[config.mk]
export PLATFORM = sky130hd
export DESIGN_NAME = lce_accumulator
export DESIGN_NICKNAME = d
export VERILOG_FILES = /design/src/design/lce_pkg.sv /design/src/design/lce_accumulator.sv /design/src/design/lce_zero_cross.sv /design/src/design/lce_pulse_gen.sv
export SDC_FILE = /design/constraint.sdc
export NUM_CORES = 2
export LEC_CHECK = 0
export ABC_AREA = 1
export BUFFER_PORTS_ARGS = -buffer_cell sky130_fd_sc_hd__buf_2
export CAP_MARGIN = 30
export CORE_ASPECT_RATIO = 2
export CORE_MARGIN = 2
export CORE_UTILIZATION = 70
export DETAILED_ROUTE_END_ITERATION = 12
export GPL_TIMING_DRIVEN = 0
export PLACE_DENSITY_LB_ADDON = 0.25
export SETUP_SLACK_MARGIN = 0.15
export SLEW_MARGIN = 5
export SYNTH_ARGS = -nofsm -noshare
export SYNTH_HDL_FRONTEND = slang
export SYNTH_SLANG_ARGS = --single-unit
[constraint.sdc]
create_clock -name clk -period 25.3 [get_ports clk]
set_input_delay 7.59 -clock clk [delete_from_list [all_inputs] [get_ports clk]]
set_output_delay 7.59 -clock clk [all_outputs]
set_load 0.02 [all_outputs]
[src/design/lce_pkg.sv]
// Shared constants and bus carriers for the line-cycle energy accumulator
`default_nettype none
package lce_pkg;
   // ============================================================
   // Widths
   localparam int ADDR_W     = 8;
   localparam int DATA_W     = 32;
   localparam int HCC_W      = 14;
   localparam int ENERGY_W   = 40;
   localparam int PWR_W      = 24;
   localparam int SCALED_W   = 25;
   localparam int ETF_W      = 24;
   localparam int DIV_W      = 12;
   localparam int GAIN_W     = 12;
   localparam int GAIN_SHIFT = 12;
   localparam int UPD_DIV    = 4;

   // ============================================================
   // Register byte offsets
   localparam logic [7:0] OFF_MODE      = 8'h00;
   localparam logic [7:0] OFF_IRQ_STAT  = 8'h04;
   localparam logic [7:0] OFF_IRQ_EN    = 8'h08;
   localparam logic [7:0] OFF_PULSE_NUM = 8'h0C;
   localparam logic [7:0] OFF_PULSE_DEN = 8'h10;
   localparam logic [7:0] OFF_CYCLE     = 8'h14;
   localparam logic [7:0] OFF_CYC_HI    = 8'h18;
   localparam logic [7:0] OFF_GAIN      = 8'h1C;
   localparam logic [7:0] OFF_RUN_LO    = 8'h20;
   localparam logic [7:0] OFF_RUN_HI    = 8'h24;
   localparam logic [7:0] OFF_HCC_RD    = 8'h28;

   // ============================================================
   // Field positions
   localparam int MODE_CYC_BIT = 7;
   localparam int IRQ_DONE_BIT = 2;

   // ============================================================
   // Reset values
   localparam logic [11:0] PULSE_DEN_RST = 12'h03F;
   localparam logic [11:0] PULSE_NUM_RST = 12'h000;
   localparam logic [11:0] GAIN_RST      = 12'h000;
   localparam logic [13:0] HCC_RST       = 14'h0000;

   // ============================================================
   // Bus answers
   localparam logic [1:0] RESP_OKAY   = 2'h0;
   localparam logic [1:0] RESP_SLVERR = 2'h2;

   typedef struct packed {
      logic              awvalid;
      logic [ADDR_W-1:0] awaddr;
      logic              wvalid;
      logic [DATA_W-1:0] wdata;
      logic [3:0]        wstrb;
      logic              bready;
      logic              arvalid;
      logic [ADDR_W-1:0] araddr;
      logic              rready;
   } lce_axil_req_t;

   typedef struct packed {
      logic              awready;
      logic              wready;
      logic              bvalid;
      logic [1:0]        bresp;
      logic              arready;
      logic              rvalid;
      logic [DATA_W-1:0] rdata;
      logic [1:0]        rresp;
   } lce_axil_rsp_t;
endpackage : lce_pkg
`default_nettype wire

[src/design/lce_accumulator.sv]
// Line-cycle energy accumulator with AXI4-Lite register access
// Functional notes
// - Mode register bit 7 set enables half-cycle synchronized accumulation.
// - Periods start and end on voltage zero crossings, whole half cycles.
// - Active power is summed into the cycle energy total at 14h.
// - Half cycles per period come from a 14-bit count, up to 16383.
// - Period completion sets the done flag, status bit 2.
// - Done flag with its enable drives the interrupt output low.
// - A new period starts right after each one while mode stays set.
// - Cycle energy total is 40-bit signed two's complement, may wrap.
// - Energy updates once every four master clock periods.
// - Pulse rate scales by (numerator+1)/(denominator+1), at most one pulse per undivided event.
// - 12-bit gain trim scales pulse rate, 0.0244 percent per LSB.
// - Zero-crossing output follows the voltage line.
// - Running energy total is signed, giving direction and magnitude.
// - One undivided event each time a 24-bit accumulator MSB rises.
// - Reset loads denominator 3Fh and numerator zero.
`default_nettype none
module lce_accumulator
   import lce_pkg::*;
(
   // Clock and reset
   input  wire logic                    clk,
   input  wire logic                    srst,
   // Register bus
   input  wire lce_axil_req_t           axil_req,
   output lce_axil_rsp_t                axil_rsp,
   // Signal chain inputs
   input  wire logic signed [PWR_W-1:0] active_power,
   input  wire logic                    volt_sign,
   // Pins
   output logic                         irq_n,
   output logic                         energy_pulse_out,
   output logic                         zero_cross_out
);
   typedef enum logic [2:0] {
      ST_IDLE = 3'h1,
      ST_SYNC = 3'h2,
      ST_ACC  = 3'h4
   } lce_lc_state_t;

   typedef struct packed {
      logic [1:0]          div;
      lce_lc_state_t       fsm;
      logic                mode;
      logic                ien;
      logic                done;
      logic [HCC_W-1:0]    hcc;
      logic [HCC_W-1:0]    hc;
      logic [DIV_W-1:0]    num;
      logic [DIV_W-1:0]    den;
      logic [GAIN_W-1:0]   gain;
      logic [ENERGY_W-1:0] sum;
      logic [ENERGY_W-1:0] total;
      logic [ENERGY_W-1:0] run;
      logic                irq_n;
      logic                aw_got;
      logic [ADDR_W-1:0]   awaddr;
      logic                w_got;
      logic [DATA_W-1:0]   wdata;
      logic [3:0]          wstrb;
      logic                awready;
      logic                wready;
      logic                bvalid;
      logic [1:0]          bresp;
      logic                arready;
      logic                rvalid;
      logic [DATA_W-1:0]   rdata;
      logic [1:0]          rresp;
   } lce_acc_state_t;

   lce_acc_state_t              s;
   lce_acc_state_t              next_s;
   logic                        upd;
   logic                        zc;
   logic signed [35:0]          gain_prod;
   logic signed [SCALED_W-1:0]  scaled;
   logic        [ENERGY_W-1:0]  scaled_ext;
   logic        [DATA_W-1:0]    wmerge;
   logic        [HCC_W:0]       hc_next;

   // ============================================================
   // Sub-blocks
   lce_zero_cross u_zc (
      .clk            (clk),
      .srst           (srst),
      .volt_sign      (volt_sign),
      .zc_pulse       (zc),
      .zero_cross_out (zero_cross_out)
   );

   lce_pulse_gen u_pg (
      .clk       (clk),
      .srst      (srst),
      .upd       (upd),
      .power     (scaled),
      .pulse_num (s.num),
      .pulse_den (s.den),
      .pulse     (energy_pulse_out)
   );

   // ============================================================
   // Update rate and gain trim
   assign upd = (s.div == 2'(UPD_DIV - 1));
   // Gain is a signed fraction of 1/4096 per LSB added to unity
   assign gain_prod  = active_power * $signed(s.gain);
   assign scaled     = SCALED_W'($signed(active_power))
                       + SCALED_W'(gain_prod >>> GAIN_SHIFT);
   assign scaled_ext = ENERGY_W'($signed(scaled));
   assign hc_next    = {1'b0, s.hc} + 15'h0001;

   // Byte lanes honour the write strobes
   always_comb begin
      for (int i = 0; i < 4; i++) begin
         wmerge[i*8 +: 8] = s.wstrb[i] ? s.wdata[i*8 +: 8] : 8'h00;
      end
   end

   // ============================================================
   // Next state
   always_comb begin
      next_s     = s;
      next_s.div = s.div + 2'h1;

      // Running total wraps freely; signed reads give direction
      if (upd) begin
         next_s.run = s.run + scaled_ext;
      end

      // Write channel: address and data taken in either order
      if (axil_req.awvalid && s.awready) begin
         next_s.aw_got = 1'b1;
         next_s.awaddr = axil_req.awaddr;
      end
      if (axil_req.wvalid && s.wready) begin
         next_s.w_got = 1'b1;
         next_s.wdata = axil_req.wdata;
         next_s.wstrb = axil_req.wstrb;
      end
      if (s.bvalid && axil_req.bready) begin
         next_s.bvalid = 1'b0;
      end
      if (s.aw_got && s.w_got) begin
         next_s.aw_got = 1'b0;
         next_s.w_got  = 1'b0;
         next_s.bvalid = 1'b1;
         next_s.bresp  = RESP_OKAY;
         case (s.awaddr)
            OFF_MODE: begin
               if (s.wstrb[0]) begin
                  next_s.mode = wmerge[MODE_CYC_BIT];
               end
            end
            OFF_IRQ_STAT: begin
               // Write one to clear, applied before the set below
               if (wmerge[IRQ_DONE_BIT]) begin
                  next_s.done = 1'b0;
               end
            end
            OFF_IRQ_EN: begin
               if (s.wstrb[0]) begin
                  next_s.ien = wmerge[IRQ_DONE_BIT];
               end
            end
            OFF_PULSE_NUM: begin
               next_s.num = (s.num & ~{s.wstrb[1], s.wstrb[1], s.wstrb[1], s.wstrb[1],
                             {8{s.wstrb[0]}}}) | wmerge[DIV_W-1:0];
            end
            OFF_PULSE_DEN: begin
               next_s.den = (s.den & ~{s.wstrb[1], s.wstrb[1], s.wstrb[1], s.wstrb[1],
                             {8{s.wstrb[0]}}}) | wmerge[DIV_W-1:0];
            end
            OFF_CYCLE: begin
               next_s.hcc = (s.hcc & ~{{6{s.wstrb[1]}}, {8{s.wstrb[0]}}})
                            | wmerge[HCC_W-1:0];
            end
            OFF_GAIN: begin
               next_s.gain = (s.gain & ~{{4{s.wstrb[1]}}, {8{s.wstrb[0]}}})
                             | wmerge[GAIN_W-1:0];
            end
            default: begin
               next_s.bresp = RESP_SLVERR;
            end
         endcase
      end
      next_s.awready = !next_s.aw_got && !next_s.bvalid;
      next_s.wready  = !next_s.w_got && !next_s.bvalid;

      // Read channel
      if (s.rvalid && axil_req.rready) begin
         next_s.rvalid = 1'b0;
      end
      if (axil_req.arvalid && s.arready) begin
         next_s.rvalid = 1'b1;
         next_s.rresp  = RESP_OKAY;
         next_s.rdata  = 32'h0000_0000;
         case (axil_req.araddr)
            OFF_MODE: begin
               next_s.rdata[MODE_CYC_BIT] = s.mode;
            end
            OFF_IRQ_STAT: begin
               next_s.rdata[IRQ_DONE_BIT] = s.done;
            end
            OFF_IRQ_EN: begin
               next_s.rdata[IRQ_DONE_BIT] = s.ien;
            end
            OFF_PULSE_NUM: begin
               next_s.rdata[DIV_W-1:0] = s.num;
            end
            OFF_PULSE_DEN: begin
               next_s.rdata[DIV_W-1:0] = s.den;
            end
            OFF_CYCLE: begin
               next_s.rdata = s.total[DATA_W-1:0];
            end
            OFF_CYC_HI: begin
               next_s.rdata = DATA_W'($signed(s.total[ENERGY_W-1:DATA_W]));
            end
            OFF_GAIN: begin
               next_s.rdata[GAIN_W-1:0] = s.gain;
            end
            OFF_RUN_LO: begin
               next_s.rdata = s.run[DATA_W-1:0];
            end
            OFF_RUN_HI: begin
               next_s.rdata = DATA_W'($signed(s.run[ENERGY_W-1:DATA_W]));
            end
            OFF_HCC_RD: begin
               next_s.rdata[HCC_W-1:0] = s.hcc;
            end
            default: begin
               next_s.rresp = RESP_SLVERR;
            end
         endcase
      end
      next_s.arready = !next_s.rvalid;

      // ==========================================================
      // Line-cycle sequencer
      case (s.fsm)
         ST_IDLE: begin
            if (s.mode) begin
               next_s.fsm = ST_SYNC;
            end
         end
         ST_SYNC: begin
            if (!s.mode) begin
               next_s.fsm = ST_IDLE;
            end else if (zc) begin
               next_s.fsm = ST_ACC;
               next_s.sum = '0;
               next_s.hc  = '0;
            end
         end
         ST_ACC: begin
            if (!s.mode) begin
               next_s.fsm = ST_IDLE;
            end else begin
               if (upd) begin
                  // Wraps at 40 bits like the hardware counter
                  next_s.sum = s.sum + scaled_ext;
               end
               if (zc) begin
                  // A count of zero behaves as one half cycle
                  if (hc_next >= {1'b0, s.hcc}) begin
                     next_s.total = next_s.sum;
                     next_s.sum   = '0;
                     next_s.hc    = '0;
                     next_s.done  = 1'b1;
                  end else begin
                     next_s.hc = hc_next[HCC_W-1:0];
                  end
               end
            end
         end
         default: begin
            next_s.fsm = ST_IDLE;
         end
      endcase

      next_s.irq_n = !(next_s.done && next_s.ien);
   end

   // ============================================================
   // State register
   always_ff @(posedge clk) begin
      if (srst) begin
         s         <= '0;
         s.fsm     <= ST_IDLE;
         s.num     <= PULSE_NUM_RST;
         s.den     <= PULSE_DEN_RST;
         s.gain    <= GAIN_RST;
         s.hcc     <= HCC_RST;
         s.irq_n   <= 1'b1;
         s.awready <= 1'b1;
         s.wready  <= 1'b1;
         s.arready <= 1'b1;
      end else begin
         s <= next_s;
      end
   end

   // ============================================================
   // Outputs
   assign irq_n            = s.irq_n;
   assign axil_rsp.awready = s.awready;
   assign axil_rsp.wready  = s.wready;
   assign axil_rsp.bvalid  = s.bvalid;
   assign axil_rsp.bresp   = s.bresp;
   assign axil_rsp.arready = s.arready;
   assign axil_rsp.rvalid  = s.rvalid;
   assign axil_rsp.rdata   = s.rdata;
   assign axil_rsp.rresp   = s.rresp;
endmodule : lce_accumulator
`default_nettype wire

[src/design/lce_zero_cross.sv]
// Voltage-channel zero-crossing detector and line-following output
`default_nettype none
module lce_zero_cross
   import lce_pkg::*;
(
   // Clock and reset
   input  wire logic clk,
   input  wire logic srst,
   // Voltage sign from the filter chain
   input  wire logic volt_sign,
   // Crossing event and line-following level
   output logic      zc_pulse,
   output logic      zero_cross_out
);
   typedef struct packed {
      logic prev;
      logic pulse;
      logic level;
   } lce_zc_state_t;

   lce_zc_state_t s;
   lce_zc_state_t next_s;

   // ============================================================
   // Edge detect
   always_comb begin
      next_s       = s;
      next_s.prev  = volt_sign;
      next_s.pulse = volt_sign ^ s.prev;
      next_s.level = ~volt_sign;
   end

   always_ff @(posedge clk) begin
      if (srst) begin
         s <= '0;
      end else begin
         s <= next_s;
      end
   end

   assign zc_pulse       = s.pulse;
   assign zero_cross_out = s.level;
endmodule : lce_zero_cross
`default_nettype wire

[src/design/lce_pulse_gen.sv]
// Energy-to-frequency pulse generator with rational rate scaling
`default_nettype none
module lce_pulse_gen
   import lce_pkg::*;
(
   // Clock and reset
   input  wire logic                       clk,
   input  wire logic                       srst,
   // Power samples
   input  wire logic                       upd,
   input  wire logic signed [SCALED_W-1:0] power,
   // Rate dividers
   input  wire logic        [DIV_W-1:0]    pulse_num,
   input  wire logic        [DIV_W-1:0]    pulse_den,
   // Pulse output
   output logic                            pulse
);
   typedef struct packed {
      logic [ETF_W-1:0] acc;
      logic [DIV_W:0]   frac;
      logic             pulse;
   } lce_pg_state_t;

   lce_pg_state_t      s;
   lce_pg_state_t      next_s;
   logic [ETF_W-1:0]   acc_sum;
   logic [DIV_W+1:0]   frac_sum;
   logic [DIV_W+1:0]   den_p1;

   assign acc_sum  = s.acc + power[ETF_W-1:0];
   assign frac_sum = {1'b0, s.frac} + {2'h0, pulse_num} + 14'h0001;
   assign den_p1   = {2'h0, pulse_den} + 14'h0001;

   // ============================================================
   // Accumulate and divide
   always_comb begin
      next_s       = s;
      next_s.pulse = 1'b0;
      if (upd) begin
         next_s.acc = acc_sum;
         // MSB rising marks one undivided output event
         if (!s.acc[ETF_W-1] && acc_sum[ETF_W-1]) begin
            if (frac_sum >= den_p1) begin
               next_s.frac  = (DIV_W+1)'(frac_sum - den_p1);
               next_s.pulse = 1'b1;
            end else begin
               next_s.frac = frac_sum[DIV_W:0];
            end
         end
      end
   end

   always_ff @(posedge clk) begin
      if (srst) begin
         s <= '0;
      end else begin
         s <= next_s;
      end
   end

   assign pulse = s.pulse;
endmodule : lce_pulse_gen
`default_nettype wire

==> flow_metrics.py <==
metrics = {
    "worst_setup_path": {
        "worstSetupEndpointType": "flop",
        "slowest_delay_ns": 0.78,
        "required_ns": 25.81,
        "criticalPathCategory": "input port to flop",
        "cp_common_cell": "nand2_1",
        "cp_slowest_cell": "xor2_1",
        "worstSetupStartpointType": "input port",
        "arrival_ns": 17.56,
        "path_max_fanout": 10,
    },
    "cts": {
        "root_buffer": "clkbuf_16",
        "cts-htree-levels": 1,
        "post-cts-setup-buffer-count": 0,
        "cts.clk_slew.worst_paths_ns": 0.07,
        "clockBufferDepth": 3,
        "cts_resized": 0,
        "cts_hold_buf": 0,
        "clk_latency_ns": 0.62,
        "clock-sinks": 299,
        "numCtsBuffers": 30,
        "cts_tree": "yes",
    },
    "timing": {
        "finalClockSkew_ns": 0.04319,
        "grt_setup_unrepaired": "false",
        "hold_viol": 0,
        "fin_crit_sh": 0.6740,
        "relSlewSlack": 0.2422,
        "maxSlewViolCount": 0,
        "final-setup-viol-count": 0,
        "worst_pin_slew_ns": 1.137,
        "min_period_ns": 17.05,
        "tns_ns": 0,
        "timing.final.ws_setup_ns": 8.249,
        "clock.fmax_ghz": 0.05865,
    },
    "yosys": {
        "avgSynthCellArea_um2": 6.821,
        "synth_compound_area_frac": 0.1474,
        "ys_seq_area_frac": 0.1864,
        "synth_mux_area_frac": 0.0006624,
        "synth_flop_cell": "dfxtp_1",
        "async_flop_share": 0,
        "synth_edf_count": 0,
        "synth-simple-area-share": 0.2436,
        "ys_ff_latch": 299,
        "synth_top_family_by_area": "adder cells",
        "syn_area_um2": 32110,
        "synth_fa_ha_area_frac": 0.2588,
        "synthXorXnorAreaFrac": 0.04091,
        "synth_warnings": 0,
        "synth_cell_types": 59,
        "netlist_instances": 4708,
    },
    "floorplan": {
        "die_area_um2": 47710,
        "floorplan.rows": 111,
        "initial_core_util": 0.7049,
        "top_level_ports": 128,
        "die_x_um": 155.5,
        "core_um2": 45550,
        "die_h_um": 306.9,
    },
    "global_routing": {
        "grt_max_degree": 18,
        "gr-usage-all-layers": 0.4409,
        "grt_pass1_wl_mm": 164.8,
        "grt_pass1_vias": 31160,
        "antenna_found_initial": 2,
        "overflow": 0,
    },
    "power": {
        "ir_worst_vdd_mv": 0.06322,
        "p_leak_nw": 17.58,
        "power.switching_uw": 377.3,
        "p_int_uw": 827.2,
        "powerDensity_nw_per_um2": 34.84,
        "combPwrFrac": 0.179,
        "power_frac_seq": 0.413,
        "power.share.clock": 0.409,
        "power_switching_share": 0.3132,
    },
    "worst_hold_path": {
        "hold_class": "flop to flop",
    },
    "routing": {
        "vias": 32880,
        "drc": 2,
        "via_per_inst": 6.041,
        "firstDrtPassIters": 12,
        "wl_per_cell_um": 19.55,
        "drt_iter0_markers": 3626,
        "ant_nets": 0,
        "drt_wl_total_mm": 106.4,
    },
    "placement": {
        "dpl.hpwl_mm": 86.20,
        "dpl.cell_count": 5383,
        "place_ws_ns": 8.027,
        "gp_congestion": 1.076,
        "port_buffers": 104,
    },
    "cells_and_area": {
        "syn_to_final_growth_pct": 7.652,
        "fin_nets": 5446,
        "final_cells": 5443,
        "fillers": 3658,
        "layout-drive-gt1-share": 0.06213,
        "post-route-util": 0.7589,
    },
    "status": {
        "failed_checks": "design-rule violations",
        "status": "finished with violations",
    },
    "flow_run": {
        "maxCapViolCount": 0,
    },
}
==> metal layers <==
metal	part of all wire	GRT usage	vias up
met1	0.38	0.5671	15240
met2	0.44	0.6759	1997
met4	0.083	0.3013	2
met3	0.10	0.07582	461
li1	-	-	15180
met5	0.000085	0	-
==> worst paths after layout <==
path,from,to,slack (ns),depth (start not counted)
setup / recovery,active_power[6],u_pg.pulse,8.25,42
hold / removal,s[278],s[278],0.44,1
setup reg to reg,flop,u_pg.pulse,14.14,42
hold reg to reg,s[278],s[278],0.44,1
==> cell type report <==
type / instances / area [um^2] / area share
diodes: 1 / 2.502 / 0.00007239
plain buffers: 198 / 958.4 / 0.02772
clock buffers: 33 / 792.0 / 0.02291
clock inverters: 21 / 284.0 / 0.008216
inverters: 789 / 2962 / 0.08567
multi-input cells: 3423 / 22210 / 0.6425
flip-flops and latches: 299 / 5986 / 0.1732
well taps: 565 / 706.9 / 0.02045
repair buffers: 114 / 668.1 / 0.01933
==> worst max-delay path, delay by kind of cell <==
kind,cells,cell delay [ns]
xor gates and xnor gates,2,1.00
buffers and inverters,8,1.28
AOI/OAI and AO/OA,7,1.63
and+or+nand+nor,17,2.38
adders and majority gates,8,3.64
==> cells in the mapped netlist (7+ instances only) <==
cell | count | area (um^2)
a21oi_1 | 379 | 1897
nor3_1 | 50 | 250.2
nor4_1 | 10 | 62.56
buf_4 | 46 | 345.3
inv_2 | 11 | 41.29
ha_1 | 245 | 3065
xor2_1 | 87 | 762.0
o22ai_1 | 8 | 50.05
nand4_1 | 53 | 331.6
buf_1 | 7 | 26.28
buf_2 | 16 | 80.08
fa_1 | 262 | 5245
clkbuf_1 | 126 | 473.0
inv_1 | 778 | 2920
o21ai_1 | 20 | 100.1
or2_2 | 14 | 87.58
nand3b_1 | 7 | 52.55
a211oi_1 | 17 | 127.6
nand2_2 | 9 | 56.30
dfxtp_1 | 299 | 5986
o21a_1 | 11 | 82.58
nand2_1 | 1108 | 4159
o21bai_1 | 25 | 187.7
a21o_1 | 14 | 105.1
a221oi_1 | 17 | 148.9
nand3_1 | 151 | 755.7
nor2_1 | 464 | 1742
o211ai_1 | 21 | 157.7
xnor2_1 | 63 | 551.8
o21ai_0 | 306 | 1531
a31oi_1 | 14 | 87.58
==> through the flow <==
step	area (um^2)	hold slack (ns)	total power [mW]
after global placement	33340	0.4071	0.7057
after global routing	34570	0.4470	1.237
final	34570	0.4386	1.205
after floorplan	32120	0.3992	0.6427
after detailed placement	33420	0.4278	0.7118
after CTS	34500	0.4372	1.192
==> placed cells by master (no fill, tap or decap), types with 20 or more instances in the layout <==
| master | instances |
|---|---|
| nand4_1 | 53 |
| clkbuf_1 | 126 |
| dfxtp_1 | 299 |
| xnor2_1 | 63 |
| nand3_1 | 151 |
| o21bai_1 | 25 |
| o21ai_0 | 306 |
| nand2_1 | 1108 |
| xor2_1 | 87 |
| fa_1 | 262 |
| o21ai_1 | 20 |
| buf_2 | 120 |
| o211ai_1 | 21 |
| clkbuf_16 | 30 |
| a21oi_1 | 379 |
| buf_4 | 47 |
| ha_1 | 245 |
| inv_1 | 778 |
| nor3_1 | 50 |
| nor2_1 | 464 |
==> power by group through the flow <==
stage | clock network (mW) | registers (mW) | logic [mW]
final | 0.492 | 0.497 | 0.215
after global routing | 0.506 | 0.497 | 0.234
after CTS | 0.488 | 0.496 | 0.207
after detailed placement | 0 | 0.506 | 0.206
after global placement | 0 | 0.506 | 0.200
after floorplan | 0 | 0.500 | 0.143
==> kinds of logic after synthesis <==
kind of cell | Yosys count
AO/OA/AOI/OAI | 862
buffers and inverters | 987
multiplexers | 2
flip-flops | 299
XOR/XNOR | 150
adder cells (fa/ha/maj) | 507
AND/OR/NAND/NOR | 1900
other | 1
Power figures use the tool's default switching activity.
